$ cat config.mk
export PLATFORM = sky130hd
export DESIGN_NAME = mie_top
export DESIGN_NICKNAME = d
export VERILOG_FILES = /design/src/logic/mie_pkg.sv /design/src/logic/mie_alu_if.sv /design/src/logic/mie_alu.sv /design/src/logic/mie_top.sv
export VERILOG_INCLUDE_DIRS = /design/src /design/src/logic
export SDC_FILE = /design/constraint.sdc
export NUM_CORES = 2
export LEC_CHECK = 0
export BUFFER_PORTS_ARGS = -buffer_cell sky130_fd_sc_hd__buf_4
export CAP_MARGIN = 20
export CORE_ASPECT_RATIO = 1.75
export CORE_UTILIZATION = 60
export DETAILED_ROUTE_END_ITERATION = 6
export PLACE_DENSITY_LB_ADDON = 0.25
export REMOVE_ABC_BUFFERS = 1
export SLEW_MARGIN = 20
export SYNTH_ARGS = -nofsm -noshare
export SYNTH_HDL_FRONTEND = slang
export SYNTH_SLANG_ARGS = --single-unit
$ cat constraint.sdc
create_clock -name pclk -period 7.4 [get_ports pclk]
set_input_delay 1.11 -clock pclk [delete_from_list [all_inputs] [get_ports pclk]]
set_output_delay 1.11 -clock pclk [all_outputs]
set_load 0.05 [all_outputs]
$ cat src/logic/mie_defs.svh
`ifndef MIE_DEFS_SVH
`define MIE_DEFS_SVH

`define MIE_OFS_INSTR   8'h00
`define MIE_OFS_ACC     8'h04
`define MIE_OFS_STATUS  8'h08
`define MIE_OFS_PC      8'h0C
`define MIE_OFS_WDT     8'h10
`define MIE_OFS_MADDR   8'h14
`define MIE_OFS_MDATA   8'h18
`define MIE_OFS_STACK   8'h1C
`define MIE_OFS_WAKE    8'h20

`define MIE_F_OP_HI     28
`define MIE_F_OP_LO     24
`define MIE_F_MADDR_HI  21
`define MIE_F_MADDR_LO  16
`define MIE_F_JADDR_HI  10
`define MIE_F_IMM_HI    7

`define MIE_ST_C        0
`define MIE_ST_AC       1
`define MIE_ST_Z        2
`define MIE_ST_OV       3
`define MIE_ST_PDF      4
`define MIE_ST_TO       5
`define MIE_ST_EMI      6
`define MIE_ST_BUSY     8
`define MIE_ST_HALT     9
`define MIE_ST_PC1      10
`define MIE_ST_PC2      11

`define MIE_WDT_CLEAR   8'h00
`define MIE_WDT_MAX     8'hFF
`define MIE_BCD_MAX     5'h09
`define MIE_BCD_ADJ     5'h06
`define MIE_ZERO32      32'h0000_0000

`endif

$ cat src/logic/mie_pkg.sv
package mie_pkg;
	typedef enum logic [4:0] {
		OP_NOP, OP_PRECLR1, OP_PRECLR2, OP_WDTCLR, OP_INV, OP_INVA, OP_DAA,
		OP_DEC, OP_DECREMENT_TO_ACCUMULATOR, OP_INC, OP_INCREMENT_TO_ACCUMULATOR, OP_HALT, OP_JMP, OP_MOVAI, OP_MOVAM,
		OP_MOVMA, OP_ORAM, OP_ORAI, OP_ORM, OP_RET, OP_RETA, OP_INTERRUPT_RETURN, OP_RL, OP_RLA
	} mie_op_t;

	typedef enum logic [1:0] {ST_IDLE, ST_EXEC, ST_WAIT, ST_HALTED} mie_state_t;
endpackage

$ cat src/logic/mie_alu_if.sv
`timescale 1ns/1ps
interface mie_alu_if import mie_pkg::*; ();
	mie_op_t    op;
	logic [7:0] acc;
	logic [7:0] mem;
	logic [7:0] imm;
	logic       c;
	logic       ac;
	logic [7:0] res;
	logic       c_out;
	logic       wr_acc;
	logic       wr_mem;
	logic       upd_z;
	logic       upd_c;

	modport alu (input op, acc, mem, imm, c, ac,
		output res, c_out, wr_acc, wr_mem, upd_z, upd_c);
	modport core (output op, acc, mem, imm, c, ac,
		input res, c_out, wr_acc, wr_mem, upd_z, upd_c);
endinterface

$ cat src/logic/mie_alu.sv
`timescale 1ns/1ps
`include "mie_defs.svh"
module mie_alu import mie_pkg::*; (
	mie_alu_if.alu bus
);
	logic       lo_adj;
	logic [4:0] lo_sum;
	logic       nib_carry;
	logic [4:0] hi_sum;
	logic       hi_adj;
	logic [4:0] hi_res;

	// Decimal adjust; the nibble carry comes from the low-nibble sum
	assign lo_adj    = ({1'b0, bus.acc[3:0]} > `MIE_BCD_MAX) | bus.ac;
	assign lo_sum    = {1'b0, bus.acc[3:0]} + (lo_adj ? `MIE_BCD_ADJ : 5'h00);
	assign nib_carry = lo_sum[4];
	assign hi_sum    = {1'b0, bus.acc[7:4]} + {4'h0, nib_carry};
	assign hi_adj    = (hi_sum > `MIE_BCD_MAX) | bus.c;
	assign hi_res    = hi_sum + (hi_adj ? `MIE_BCD_ADJ : 5'h00);

	always_comb begin
		bus.res    = 8'h00;
		bus.c_out  = bus.c;
		bus.wr_acc = 1'b0;
		bus.wr_mem = 1'b0;
		bus.upd_z  = 1'b0;
		bus.upd_c  = 1'b0;
		unique case (bus.op)
			OP_INV: begin
				bus.res = ~bus.mem;
				bus.wr_mem = 1'b1;
				bus.upd_z  = 1'b1;
			end
			OP_INVA: begin
				bus.res = ~bus.mem;
				bus.wr_acc = 1'b1;
				bus.upd_z  = 1'b1;
			end
			OP_DAA: begin
				bus.res    = {hi_res[3:0], lo_sum[3:0]};
				bus.wr_mem = 1'b1;
				bus.upd_c  = 1'b1;
				bus.c_out  = hi_adj ? 1'b1 : bus.c;
			end
			OP_DEC, OP_DECREMENT_TO_ACCUMULATOR: begin
				bus.res    = bus.mem - 8'h01;
				bus.wr_mem = (bus.op == OP_DEC);
				bus.wr_acc = (bus.op == OP_DECREMENT_TO_ACCUMULATOR);
				bus.upd_z  = 1'b1;
			end
			OP_INC, OP_INCREMENT_TO_ACCUMULATOR: begin
				bus.res    = bus.mem + 8'h01;
				bus.wr_mem = (bus.op == OP_INC);
				bus.wr_acc = (bus.op == OP_INCREMENT_TO_ACCUMULATOR);
				bus.upd_z  = 1'b1;
			end
			OP_MOVAI, OP_RETA: begin
				bus.res    = bus.imm;
				bus.wr_acc = 1'b1;
			end
			OP_MOVAM: begin
				bus.res    = bus.mem;
				bus.wr_acc = 1'b1;
			end
			OP_MOVMA: begin
				bus.res    = bus.acc;
				bus.wr_mem = 1'b1;
			end
			OP_ORAM, OP_ORM: begin
				bus.res    = bus.acc | bus.mem;
				bus.wr_acc = (bus.op == OP_ORAM);
				bus.wr_mem = (bus.op == OP_ORM);
				bus.upd_z  = 1'b1;
			end
			OP_ORAI: begin
				bus.res    = bus.acc | bus.imm;
				bus.wr_acc = 1'b1;
				bus.upd_z  = 1'b1;
			end
			OP_RL, OP_RLA: begin
				bus.res    = {bus.mem[6:0], bus.mem[7]};
				bus.wr_mem = (bus.op == OP_RL);
				bus.wr_acc = (bus.op == OP_RLA);
			end
			default: begin
				bus.res = 8'h00;
			end
		endcase
	end
endmodule

$ cat src/logic/mie_top.sv
`timescale 1ns/1ps
`include "mie_defs.svh"
module mie_top import mie_pkg::*; #(
	parameter int MEM_DEPTH   = 64,
	parameter int STACK_DEPTH = 6,
	parameter int WDT_PRESC   = 256
) (
	input  wire logic        pclk,
	input  wire logic        presetn,
	input  wire logic        psel,
	input  wire logic        penable,
	input  wire logic        pwrite,
	input  wire logic [7:0]  paddr,
	input  wire logic [31:0] pwdata,
	output logic      [31:0] prdata,
	output logic             pready,
	output logic             pslverr,
	output logic             sys_clk_en
);
	localparam int AW  = $clog2(MEM_DEPTH);
	localparam int SPW = $clog2(STACK_DEPTH + 1);
	localparam int PW  = $clog2(WDT_PRESC);

	mie_state_t  state_q;
	mie_state_t  state_d;
	logic [31:0] instr_q;
	logic [7:0]  acc_q;
	logic [7:0]  mem_q [MEM_DEPTH];
	logic [AW-1:0] maddr_q;
	logic [10:0] pc_q;
	logic [10:0] stk_q [STACK_DEPTH];
	logic [SPW-1:0] sp_q;
	logic [7:0]  wdt_q;
	logic [PW-1:0] presc_q;
	logic        c_q;
	logic        ac_q;
	logic        z_q;
	logic        ov_q;
	logic        pdf_q;
	logic        to_q;
	logic        emi_q;
	logic        pc1_q;
	logic        pc2_q;
	logic [31:0] prdata_q;
	logic        pready_q;
	logic        pslverr_q;
	logic        clk_en_q;

	mie_alu_if alu_bus ();

	mie_alu u_alu (
		.bus (alu_bus)
	);

	// Bus decode
	wire setup    = psel & ~penable;
	wire access   = psel & penable & pready_q;
	wire bus_wr   = access & pwrite;
	wire hit_ins  = (paddr == `MIE_OFS_INSTR);
	wire hit_acc  = (paddr == `MIE_OFS_ACC);
	wire hit_st   = (paddr == `MIE_OFS_STATUS);
	wire hit_pc   = (paddr == `MIE_OFS_PC);
	wire hit_wdt  = (paddr == `MIE_OFS_WDT);
	wire hit_ma   = (paddr == `MIE_OFS_MADDR);
	wire hit_md   = (paddr == `MIE_OFS_MDATA);
	wire hit_stk  = (paddr == `MIE_OFS_STACK);
	wire hit_wake = (paddr == `MIE_OFS_WAKE);
	wire mapped   = hit_ins | hit_acc | hit_st | hit_pc | hit_wdt | hit_ma | hit_md
		| hit_stk | hit_wake;

	// Execution decode
	wire        exec      = (state_q == ST_EXEC);
	wire        idle      = (state_q == ST_IDLE);
	wire        halted    = (state_q == ST_HALTED);
	wire        busy      = ~idle;
	wire        ins_load  = bus_wr & hit_ins & idle;
	mie_op_t    op;
	assign op = mie_op_t'(instr_q[`MIE_F_OP_HI:`MIE_F_OP_LO]);
	wire [AW-1:0] m_addr  = instr_q[`MIE_F_MADDR_LO +: AW];
	wire [10:0] j_addr    = instr_q[`MIE_F_JADDR_HI:0];
	wire [7:0]  imm       = instr_q[`MIE_F_IMM_HI:0];
	wire        is_ret    = (op == OP_RET) | (op == OP_RETA) | (op == OP_INTERRUPT_RETURN);
	wire        do_pre1   = exec & (op == OP_PRECLR1);
	wire        do_pre2   = exec & (op == OP_PRECLR2);
	wire        pair_done = (do_pre1 & pc2_q) | (do_pre2 & pc1_q);
	wire        do_wdtclr = pair_done | (exec & (op == OP_WDTCLR));
	wire        do_halt   = exec & (op == OP_HALT);
	wire        wdt_tick  = (presc_q == PW'(WDT_PRESC - 1));
	wire        wdt_ovf   = wdt_tick & (wdt_q == `MIE_WDT_MAX);
	wire        wake      = (bus_wr & hit_wake & pwdata[0]) | wdt_ovf;
	wire [SPW-1:0] pop_idx = (sp_q == '0) ? '0 : sp_q - SPW'(1);
	wire        stk_full  = (sp_q == SPW'(STACK_DEPTH));
	wire [7:0]  mem_rd    = mem_q[m_addr];
	wire        z_new     = (alu_bus.res == 8'h00);

	assign alu_bus.op  = exec ? op : OP_NOP;
	assign alu_bus.acc = acc_q;
	assign alu_bus.mem = mem_rd;
	assign alu_bus.imm = imm;
	assign alu_bus.c   = c_q;
	assign alu_bus.ac  = ac_q;

	wire [31:0] st_word = {20'h0_0000, pc2_q, pc1_q, halted, busy, 1'b0, emi_q, to_q,
		pdf_q, ov_q, z_q, ac_q, c_q};
	wire [31:0] rd_mux =
		hit_ins  ? instr_q :
		hit_acc  ? {24'h00_0000, acc_q} :
		hit_st   ? st_word :
		hit_pc   ? {21'h00_0000, pc_q} :
		hit_wdt  ? {24'h00_0000, wdt_q} :
		hit_ma   ? {{(32 - AW){1'b0}}, maddr_q} :
		hit_md   ? {24'h00_0000, mem_q[maddr_q]} :
		hit_stk  ? {{(32 - SPW){1'b0}}, sp_q} : `MIE_ZERO32;

	always_comb begin
		state_d = state_q;
		unique case (state_q)
			ST_IDLE:    if (ins_load) state_d = ST_EXEC;
			ST_EXEC: begin
				if (do_halt)
					state_d = ST_HALTED;
				else if (is_ret)
					state_d = ST_WAIT;
				else
					state_d = ST_IDLE;
			end
			ST_WAIT:    state_d = ST_IDLE;
			ST_HALTED:  if (wake) state_d = ST_IDLE;
		endcase
	end

	always_ff @(posedge pclk or negedge presetn) begin
		if (!presetn) begin
			state_q  <= ST_IDLE;
			clk_en_q <= 1'b1;
		end else begin
			state_q  <= state_d;
			clk_en_q <= (state_d != ST_HALTED);
		end
	end

	// Registered answer: pready rises in the first access cycle, no extra wait
	always_ff @(posedge pclk or negedge presetn) begin
		if (!presetn) begin
			pready_q  <= 1'b0;
			pslverr_q <= 1'b0;
			prdata_q  <= `MIE_ZERO32;
		end else begin
			pready_q  <= setup;
			pslverr_q <= setup & ~mapped;
			if (setup)
				prdata_q <= rd_mux;
		end
	end

	always_ff @(posedge pclk or negedge presetn) begin
		if (!presetn) begin
			instr_q <= `MIE_ZERO32;
			maddr_q <= '0;
		end else begin
			if (ins_load)
				instr_q <= pwdata;
			if (bus_wr & hit_ma)
				maddr_q <= pwdata[AW-1:0];
		end
	end

	// Execution wins over a bus write in the same cycle
	always_ff @(posedge pclk or negedge presetn) begin
		if (!presetn)
			acc_q <= 8'h00;
		else if (exec & alu_bus.wr_acc)
			acc_q <= alu_bus.res;
		else if (bus_wr & hit_acc)
			acc_q <= pwdata[7:0];
	end

	always_ff @(posedge pclk or negedge presetn) begin
		if (!presetn) begin
			for (int i = 0; i < MEM_DEPTH; i++)
				mem_q[i] <= 8'h00;
		end else if (exec & alu_bus.wr_mem) begin
			mem_q[m_addr] <= alu_bus.res;
		end else if (bus_wr & hit_md) begin
			mem_q[maddr_q] <= pwdata[7:0];
		end
	end

	// Only the flag an operation names moves; the rest hold
	always_ff @(posedge pclk or negedge presetn) begin
		if (!presetn) begin
			c_q   <= 1'b0;
			ac_q  <= 1'b0;
			z_q   <= 1'b0;
			ov_q  <= 1'b0;
			emi_q <= 1'b0;
		end else if (exec) begin
			if (alu_bus.upd_z)
				z_q <= z_new;
			if (alu_bus.upd_c)
				c_q <= alu_bus.c_out;
			if (op == OP_INTERRUPT_RETURN)
				emi_q <= 1'b1;
		end else if (bus_wr & hit_st) begin
			c_q   <= pwdata[`MIE_ST_C];
			ac_q  <= pwdata[`MIE_ST_AC];
			z_q   <= pwdata[`MIE_ST_Z];
			ov_q  <= pwdata[`MIE_ST_OV];
			emi_q <= pwdata[`MIE_ST_EMI];
		end
	end

	always_ff @(posedge pclk or negedge presetn) begin
		if (!presetn) begin
			pc_q <= 11'h000;
			sp_q <= '0;
			for (int i = 0; i < STACK_DEPTH; i++)
				stk_q[i] <= 11'h000;
		end else if (exec) begin
			if (op == OP_JMP)
				pc_q <= j_addr;
			else if (is_ret) begin
				pc_q <= stk_q[pop_idx];
				sp_q <= pop_idx;
			end else
				pc_q <= pc_q + 11'h001;
		end else if (bus_wr & hit_stk & ~stk_full) begin
			stk_q[sp_q] <= pwdata[10:0];
			sp_q        <= sp_q + SPW'(1);
		end
	end

	// Watchdog; a time-out set wins over a clear in the same cycle
	always_ff @(posedge pclk or negedge presetn) begin
		if (!presetn) begin
			wdt_q   <= `MIE_WDT_CLEAR;
			presc_q <= '0;
			to_q    <= 1'b0;
			pdf_q   <= 1'b0;
			pc1_q   <= 1'b0;
			pc2_q   <= 1'b0;
		end else begin
			if (do_halt) begin
				wdt_q   <= `MIE_WDT_CLEAR;
				presc_q <= '0;
				pdf_q   <= 1'b1;
			end else if (do_wdtclr) begin
				wdt_q <= `MIE_WDT_CLEAR;
				pdf_q <= 1'b0;
				presc_q <= wdt_tick ? '0 : presc_q + PW'(1);
			end else begin
				presc_q <= wdt_tick ? '0 : presc_q + PW'(1);
				if (wdt_tick)
					wdt_q <= wdt_q + 8'h01;
			end
			if (wdt_ovf)
				to_q <= 1'b1;
			else if (do_halt | do_wdtclr)
				to_q <= 1'b0;
			if (pair_done) begin
				pc1_q <= 1'b0;
				pc2_q <= 1'b0;
			end else if (do_pre1)
				pc1_q <= 1'b1;
			else if (do_pre2)
				pc2_q <= 1'b1;
		end
	end

	assign prdata     = prdata_q;
	assign pready     = pready_q;
	assign pslverr    = pslverr_q;
	assign sys_clk_en = clk_en_q;

	property p_pair_clear;
		@(posedge pclk) disable iff (!presetn)
		pair_done |=> (wdt_q == `MIE_WDT_CLEAR) && !pdf_q && (to_q == $past(wdt_ovf))
			&& !pc1_q && !pc2_q;
	endproperty
	a_pair_clear: assert property (p_pair_clear) else $error("pre-clear pair failed");

	property p_single_pre;
		@(posedge pclk) disable iff (!presetn)
		(do_pre1 && !pc2_q && !wdt_ovf) |=> pc1_q && (to_q == $past(to_q))
			&& (pdf_q == $past(pdf_q));
	endproperty
	a_single_pre: assert property (p_single_pre) else $error("single pre-clear moved flags");

	property p_invert;
		@(posedge pclk) disable iff (!presetn)
		(exec && op == OP_INV) |=> (mem_q[$past(m_addr)] == ~$past(mem_rd))
			&& (z_q == ($past(mem_rd) == 8'hFF)) && (c_q == $past(c_q));
	endproperty
	a_invert: assert property (p_invert) else $error("invert result wrong");

	property p_daa_acc;
		@(posedge pclk) disable iff (!presetn)
		(exec && op == OP_DAA) |=> (acc_q == $past(acc_q)) && (z_q == $past(z_q));
	endproperty
	a_daa_acc: assert property (p_daa_acc) else $error("decimal adjust touched acc");

	property p_halt;
		@(posedge pclk) disable iff (!presetn)
		do_halt |=> pdf_q && (to_q == $past(wdt_ovf)) && (wdt_q == `MIE_WDT_CLEAR) && !sys_clk_en
			&& (pc_q == $past(pc_q) + 11'h001);
	endproperty
	a_halt: assert property (p_halt) else $error("power-down entry wrong");

	property p_jump;
		@(posedge pclk) disable iff (!presetn)
		(exec && op == OP_JMP) |=> (pc_q == $past(j_addr)) && $stable(z_q) && $stable(c_q);
	endproperty
	a_jump: assert property (p_jump) else $error("jump target wrong");

	property p_ret_two;
		@(posedge pclk) disable iff (!presetn)
		(exec && op == OP_RET) |=> (state_q == ST_WAIT) ##1 (state_q == ST_IDLE);
	endproperty
	a_ret_two: assert property (p_ret_two) else $error("return not two cycles");

	property p_interrupt_return;
		@(posedge pclk) disable iff (!presetn)
		(exec && op == OP_INTERRUPT_RETURN) |=> emi_q && (pc_q == $past(stk_q[pop_idx]));
	endproperty
	a_interrupt_return: assert property (p_interrupt_return) else $error("interrupt return wrong");

	property p_rotate;
		@(posedge pclk) disable iff (!presetn)
		(exec && op == OP_RLA) |=> (acc_q == {$past(mem_rd[6:0]), $past(mem_rd[7])})
			&& $stable(z_q) && $stable(c_q);
	endproperty
	a_rotate: assert property (p_rotate) else $error("rotate left wrong");

	property p_apb_ready;
		@(posedge pclk) disable iff (!presetn)
		(psel && !penable) |=> pready ##1 !pready;
	endproperty
	a_apb_ready: assert property (p_apb_ready) else $error("pready timing wrong");
endmodule

Word-level counts from Yosys, hierarchy flattened
Cells that the tools add are included.
Word-level totals
  logic and storage cells: 316
  register bits: 700
Operators by class
  bitwise operators: 52
  equality and inequality tests: 47
  order comparisons: 9
  $add $sub $neg: 10
  reduce and logical (&&, ||, !) cells: 32
  muxes and demuxes: 75
Operator list (count)
  $bwmux W512: 2
  $mux W512: 2
  $mux W8: 16
  $bmux W8 S6: 2
  $demux W8 S6: 2
  $pmux W8 S10: 1
  $bwmux W66: 1
  $mux W11: 6
  $eq A5 B5 Y1 const B: 9
  $eq A5 B4 Y1 const B: 8
  $bmux W11 S3: 1
  $demux W11 S3: 1
  $eq A8 B5 Y1 const B: 4
  $mux W32: 1
  $add A8 B1 Y8 const B: 3
  $and A1 B1 Y1: 24
  $mux W12: 2
  $mux W3: 8
  $mux W1: 22
  $eq A5 B3 Y1 const B: 4
  $eq A8 B4 Y1 const B: 2
  $eq A8 B8 Y1 const B: 2
  $logic_not A8 Y1: 2
  $or A1 B1 Y1: 16
  other kinds (43): 84

Depth between registers and ports, before layout
  word-level depth: 13
  gate-level depth with buffers: 22
  mapped depth without buffers: 20

Modules after synthesis
Synthesis repeated with hierarchy kept, for this count alone.
Unflattened totals
  cell total of the unflattened synthesis: 4572
  area, all modules: 42672.2 um2
By module, submodules not included
  mie_top: area an instance 41385.9 um2, cells an instance 4399, instances 1, seq. area each 17518.1 um2
  mie_alu: area an instance 1286.2 um2, cells an instance 173, instances 1, seq. area each 0.0 um2

Least setup slack after synthesis
No wires, ideal clock.
  path kind: register -> register
  start: reg instr_q[18]
  end: reg mem_q[422] in the netlist's numbering
  setup slack: 3.015 ns
  required time: 7.253 ns
  setup time: 0.147 ns
  stages on the path, launching flop included: 22
  arrival: 4.237 ns
  cell sequence: dfrtp_1 buf_2 buf_2 buf_2 buf_2 mux2i_1 o22ai_1 nor3_1 o22ai_1 nor4_2 inv_1 fa_1 a21o_1 a21oi_1 o21ai_0 a21oi_1 xor2_1 o21ai_0 a211oi_2 buf_2 buf_2 o221ai_1
Between the ends
  word-level cells in the longest chain between the ends: 8
  elaborated cells between the ends (all ways): 16
  those cells by class: add/sub (2); order compare (2); mux (8); bitwise (3); reduce/logical (1)
Ends and longest elaborated chain
  from (decl): RTL line mie_top.sv:26  | logic [31:0] instr_q;
  from (signal assigned): RTL line mie_top.sv:158  | instr_q <= `MIE_ZERO32;
  from (signal assigned): RTL line mie_top.sv:162  | instr_q <= pwdata;
  $not A6 Y7 (implied by the code) *: RTL line mie_top.sv:93, mie_top.sv:183
  $bmux W8 S6: RTL line mie_top.sv:93  | wire [7:0] mem_rd = mem_q[m_addr];
  $mux W8 (implied by the code) (2 in series): RTL line mie_top.sv:93
  $add A8 B1 Y8, or another cell as far along: RTL line mie_alu.sv:52  | bus.res = bus.mem + 8'h01;
  $pmux W8 S10: RTL line mie_alu.sv:28  | unique case (bus.op)
  $bwmux W512 *: RTL line mie_top.sv:183  | mem_q[m_addr] <= alu_bus.res;
  $mux W512 *: RTL line mie_top.sv:182  | end else if (exec & alu_bus.wr_mem) begin
  to (signal, indexed assignment): RTL line mie_top.sv:183
  to (signal, indexed assignment): RTL line mie_top.sv:185  | mem_q[maddr_q] <= pwdata[7:0];
  to (decl): RTL line mie_top.sv:28  | logic [7:0] mem_q [MEM_DEPTH];
Every way passes the cells marked *; elsewhere a longest branch is shown, timed or not. The select of a mux whose other input is x is not followed.
A chain may end at the register's enable or synchronous reset.

Worst setup path in the final report
  start: reg instr_q[16]
  end: reg mem_q[367] in the netlist's numbering
Same word-level chain as after synthesis.

==> flow_summary.yaml <==
outcome:
  status: "finished with violations"
  violations: "DRC"
sta:
  tightestPinTransition_ps: 1326
  slew_viol_final: 0
  max_slew_margin_pct: 11.58
  finalCritPeriodShare_pct: 88.77
  clock_skew_ps: 39.98
  fmax_mhz: 152.2
  hold_violations: 0
  setup_ws_ps: 830.7
  rsz0062_at_grt: "false"
  finalSetupViolCount: 0
  period_needed_ps: 6569
die:
  initial_core_util_pct: 60.62
  ioPinCount: 80
  rows: 126
  dieArea_um2: 69100
  die_y_um: 347.0
  core_area_um2: 67320
  die_x_um: 199.1
clock_tree:
  cts_buffers: 68
  post_cts_resize_count: 0
  cts_buffer_depth: 3
  cts_max_level: 3
  ctsHoldBuffers: 0
  path_clk_slew_ps: 70
  cts_tree: "built"
  cts_setup_buffers: 0
  worstSkewPairLatency_ps: 700
  cts.sinks: 700
  clockRootBuffer: "clkbuf_16"
detailed_routing:
  drc_errors: 45
  drt_iter0_markers: 8044
  viasPerCell: 8.118
  vias: 43203
  dr.pass1.iters: 7
  drt.antenna.violating_nets: 0
  wl_um: 204200
  wire_per_inst_um: 38.36
worst_setup_path:
  critPathCapture: "mem_q[367]$_DFFE_PN0P_"
  r2r.worst_path.cells: 17
  required_ps: 7900
  cp_max_fo: 65
  crit_arrival_ps: 7070
  crit_start: "instr_q[16]$_DFFE_PN0P_"
  critPathCaptureType: "flip-flop"
  r2r_slack_ps: 830
  reg2reg_from: "instr_q[16]$_DFFE_PN0P_"
  worst-setup-path-type: "flip-flop to flip-flop"
  worst_r2r_endpoint: "mem_q[367]$_DFFE_PN0P_"
  startpoint_type: "flip-flop"
finish:
  final_nets: 4433
  final_cell_count_no_fill: 5322
  final_area_um2: 44840
  syn2layout_area_growth_pct: 9.875
  final_cell_mix: "nand2_1 (1,002), dfrtp_1 (696), o221ai_1 (365)"
  layout-drive-gt1-share_pct: 14.61
  post-route-util_pct: 66.61
  layout_commonest_cell: "nand2_1"
logic_synthesis:
  syn_inst: 4463
  ys_warn_count: 0
  synth_edf_count: 0
  synth-seq-cells: 700
  async_reset_ff_share_pct: 100.0
  ys_seq_area_share_pct: 42.93
  synthFlopType: "dfrtp_1"
  postSynthAreaPerCell_um2: 9.144
  synth_cell_types: 81
  synth_area_um2: 40810
pwr:
  power_frac_clock_pct: 49.2
  cellLeakagePower_nw: 17.83
  p_int_mw: 6.205
  power.density_nw_per_um2: 181.9
  swShare_pct: 23.93
  netSwitchingPower_mw: 1.952
  power_frac_seq_pct: 47.0
  peakVddDrop_mv: 0.2182
  fin_total_pwr_mw: 8.157
  combPwrFrac_pct: 3.8
worst_hold_path:
  hp-class: "input port to asynchronous set/reset pin"
global_route:
  grt_max_degree: 167
  grt_antenna_before_repair: 33
  grt_usage_pct: 60.45
  grt_pass1_vias: 42045
  grt_first_pass_wirelength_um: 298500
  grt-ovfl-total: 0
placed_design:
  place_ws_ps: 1235
  dp_cells: 5186
  io_buffers: 79
  gp_congestion: 1.110
  hpwl_um: 130300
  placed_cell_area_um2: 42130
flow_run:
  maxCapViolCount: 0
-- cell usage after synthesis (26+ instances only) --
cell / count / share of area, %
mux2_2: 146 / 4.0
nand3_1: 39 / 0.48
a222oi_1: 27 / 0.66
a21oi_1: 209 / 2.6
mux2i_1: 70 / 1.7
nand4_1: 47 / 0.72
buf_2: 73 / 0.90
nor2b_1: 35 / 0.54
a22oi_1: 282 / 5.2
o221ai_1: 365 / 7.8
a21boi_1: 33 / 0.61
a22o_1: 54 / 1.2
buf_1: 57 / 0.52
o221ai_2: 30 / 1.1
nor3_1: 36 / 0.44
nor2_1: 290 / 2.7
o22ai_1: 56 / 0.86
a2bb2oi_1: 33 / 0.71
o21ai_0: 117 / 1.4
a221oi_1: 75 / 1.6
mux4_2: 35 / 1.9
dfrtp_1: 699 / 43
clkbuf_1: 237 / 2.2
nand2_1: 1003 / 9.2
inv_1: 26 / 0.24
-- sequential cells by signal, indices dropped and copies added (netlist names), 2 cells and up --
signal and cells:
sp_q 3, presc_q 8, maddr_q 6, acc_q 8
mem_q 512, state_q 2, wdt_q 8, prdata 32
instr_q 32, pc_q 11, stk_q 66
-- metrics by stage --
stage                     setup TNS [ps]  hold WS (ps)
after floorplan                  -725690         446.6
after global placement                 0         456.9
after detailed placement               0         458.0
after CTS                              0         464.1
after global routing                   0         461.7
final                                  0         392.5
-- critical path: stages, from the launching register on --
cell and delay, ps:
dfrtp_4 1010, buf_4 490, mux4_2 550, mux2i_1 360, o22ai_1 430, a21oi_1 240, and4b_1 380, inv_1 80
ha_1 360, a21oi_1 310, nand2_1 100, or3_1 310, o21ai_0 300, o21ai_0 180, xnor2_1 340, o21a_2 200
buf_12 370, o221ai_1 210
-- logic make-up (layout without fill, tap and decap cells) --
logic type      after synthesis  count (layout)  share of synthesized area (%)
compound gates             1462            1462                          27.28
xor+xnor                     32              32                         0.6868
fa+ha+maj                    21              21                         0.6990
buf+inv                     426             379                          4.513
flops                       700             700                          42.93
mux                         253             253                          7.732
other cells                   0              10                              0
simple gates               1569            1569                          16.17
-- power by group through the flow --
stage | sequential, mW | clock (mW) | combinational, mW
after floorplan | 3.91 | 0 | 0.0588
after global placement | 3.91 | 0 | 0.292
after detailed placement | 3.91 | 0 | 0.293
after CTS | 3.83 | 3.95 | 0.293
after global routing | 3.83 | 4.11 | 0.323
final | 3.83 | 4.01 | 0.313
-- routing by layer --
metal  vias to the layer above  global-route usage, %  part of all wire, %
li1                      16689                      -                    -
met1                     20646                  63.00                   30
met2                      4059                  83.69                   41
met3                      1769                  32.12                   15
met4                        40                  60.06                   13
met5                         -                  7.988                 0.24
-- final cells by class --
type / count / area [µm²]
fillers: 5487 / 22480
well taps: 896 / 1121
inverters: 27 / 101.3
clock buffers: 91 / 1991
clock inverters: 28 / 489.2
repair buffers: 233 / 1859
flip-flops and latches: 700 / 17530
diodes: 10 / 25.02
multi-input cells: 3337 / 21720
-- how the worst min path moves through the flow --
stage                          startpoint  cells past startpoint               endpoint
floorplan            presc_q[0]$_DFF_PN0_                      1   presc_q[0]$_DFF_PN0_
global placement    prdata[5]$_DFFE_PN0P_                      2  prdata[5]$_DFFE_PN0P_
detailed placement  prdata[5]$_DFFE_PN0P_                      2  prdata[5]$_DFFE_PN0P_
CTS                               presetn                      1  stk_q[23]$_DFFE_PN0P_
global route                      presetn                      1  stk_q[52]$_DFFE_PN0P_
finish                            presetn                      1  stk_q[45]$_DFFE_PN0P_
No activity file was read; power rests on OpenSTA's default activity.
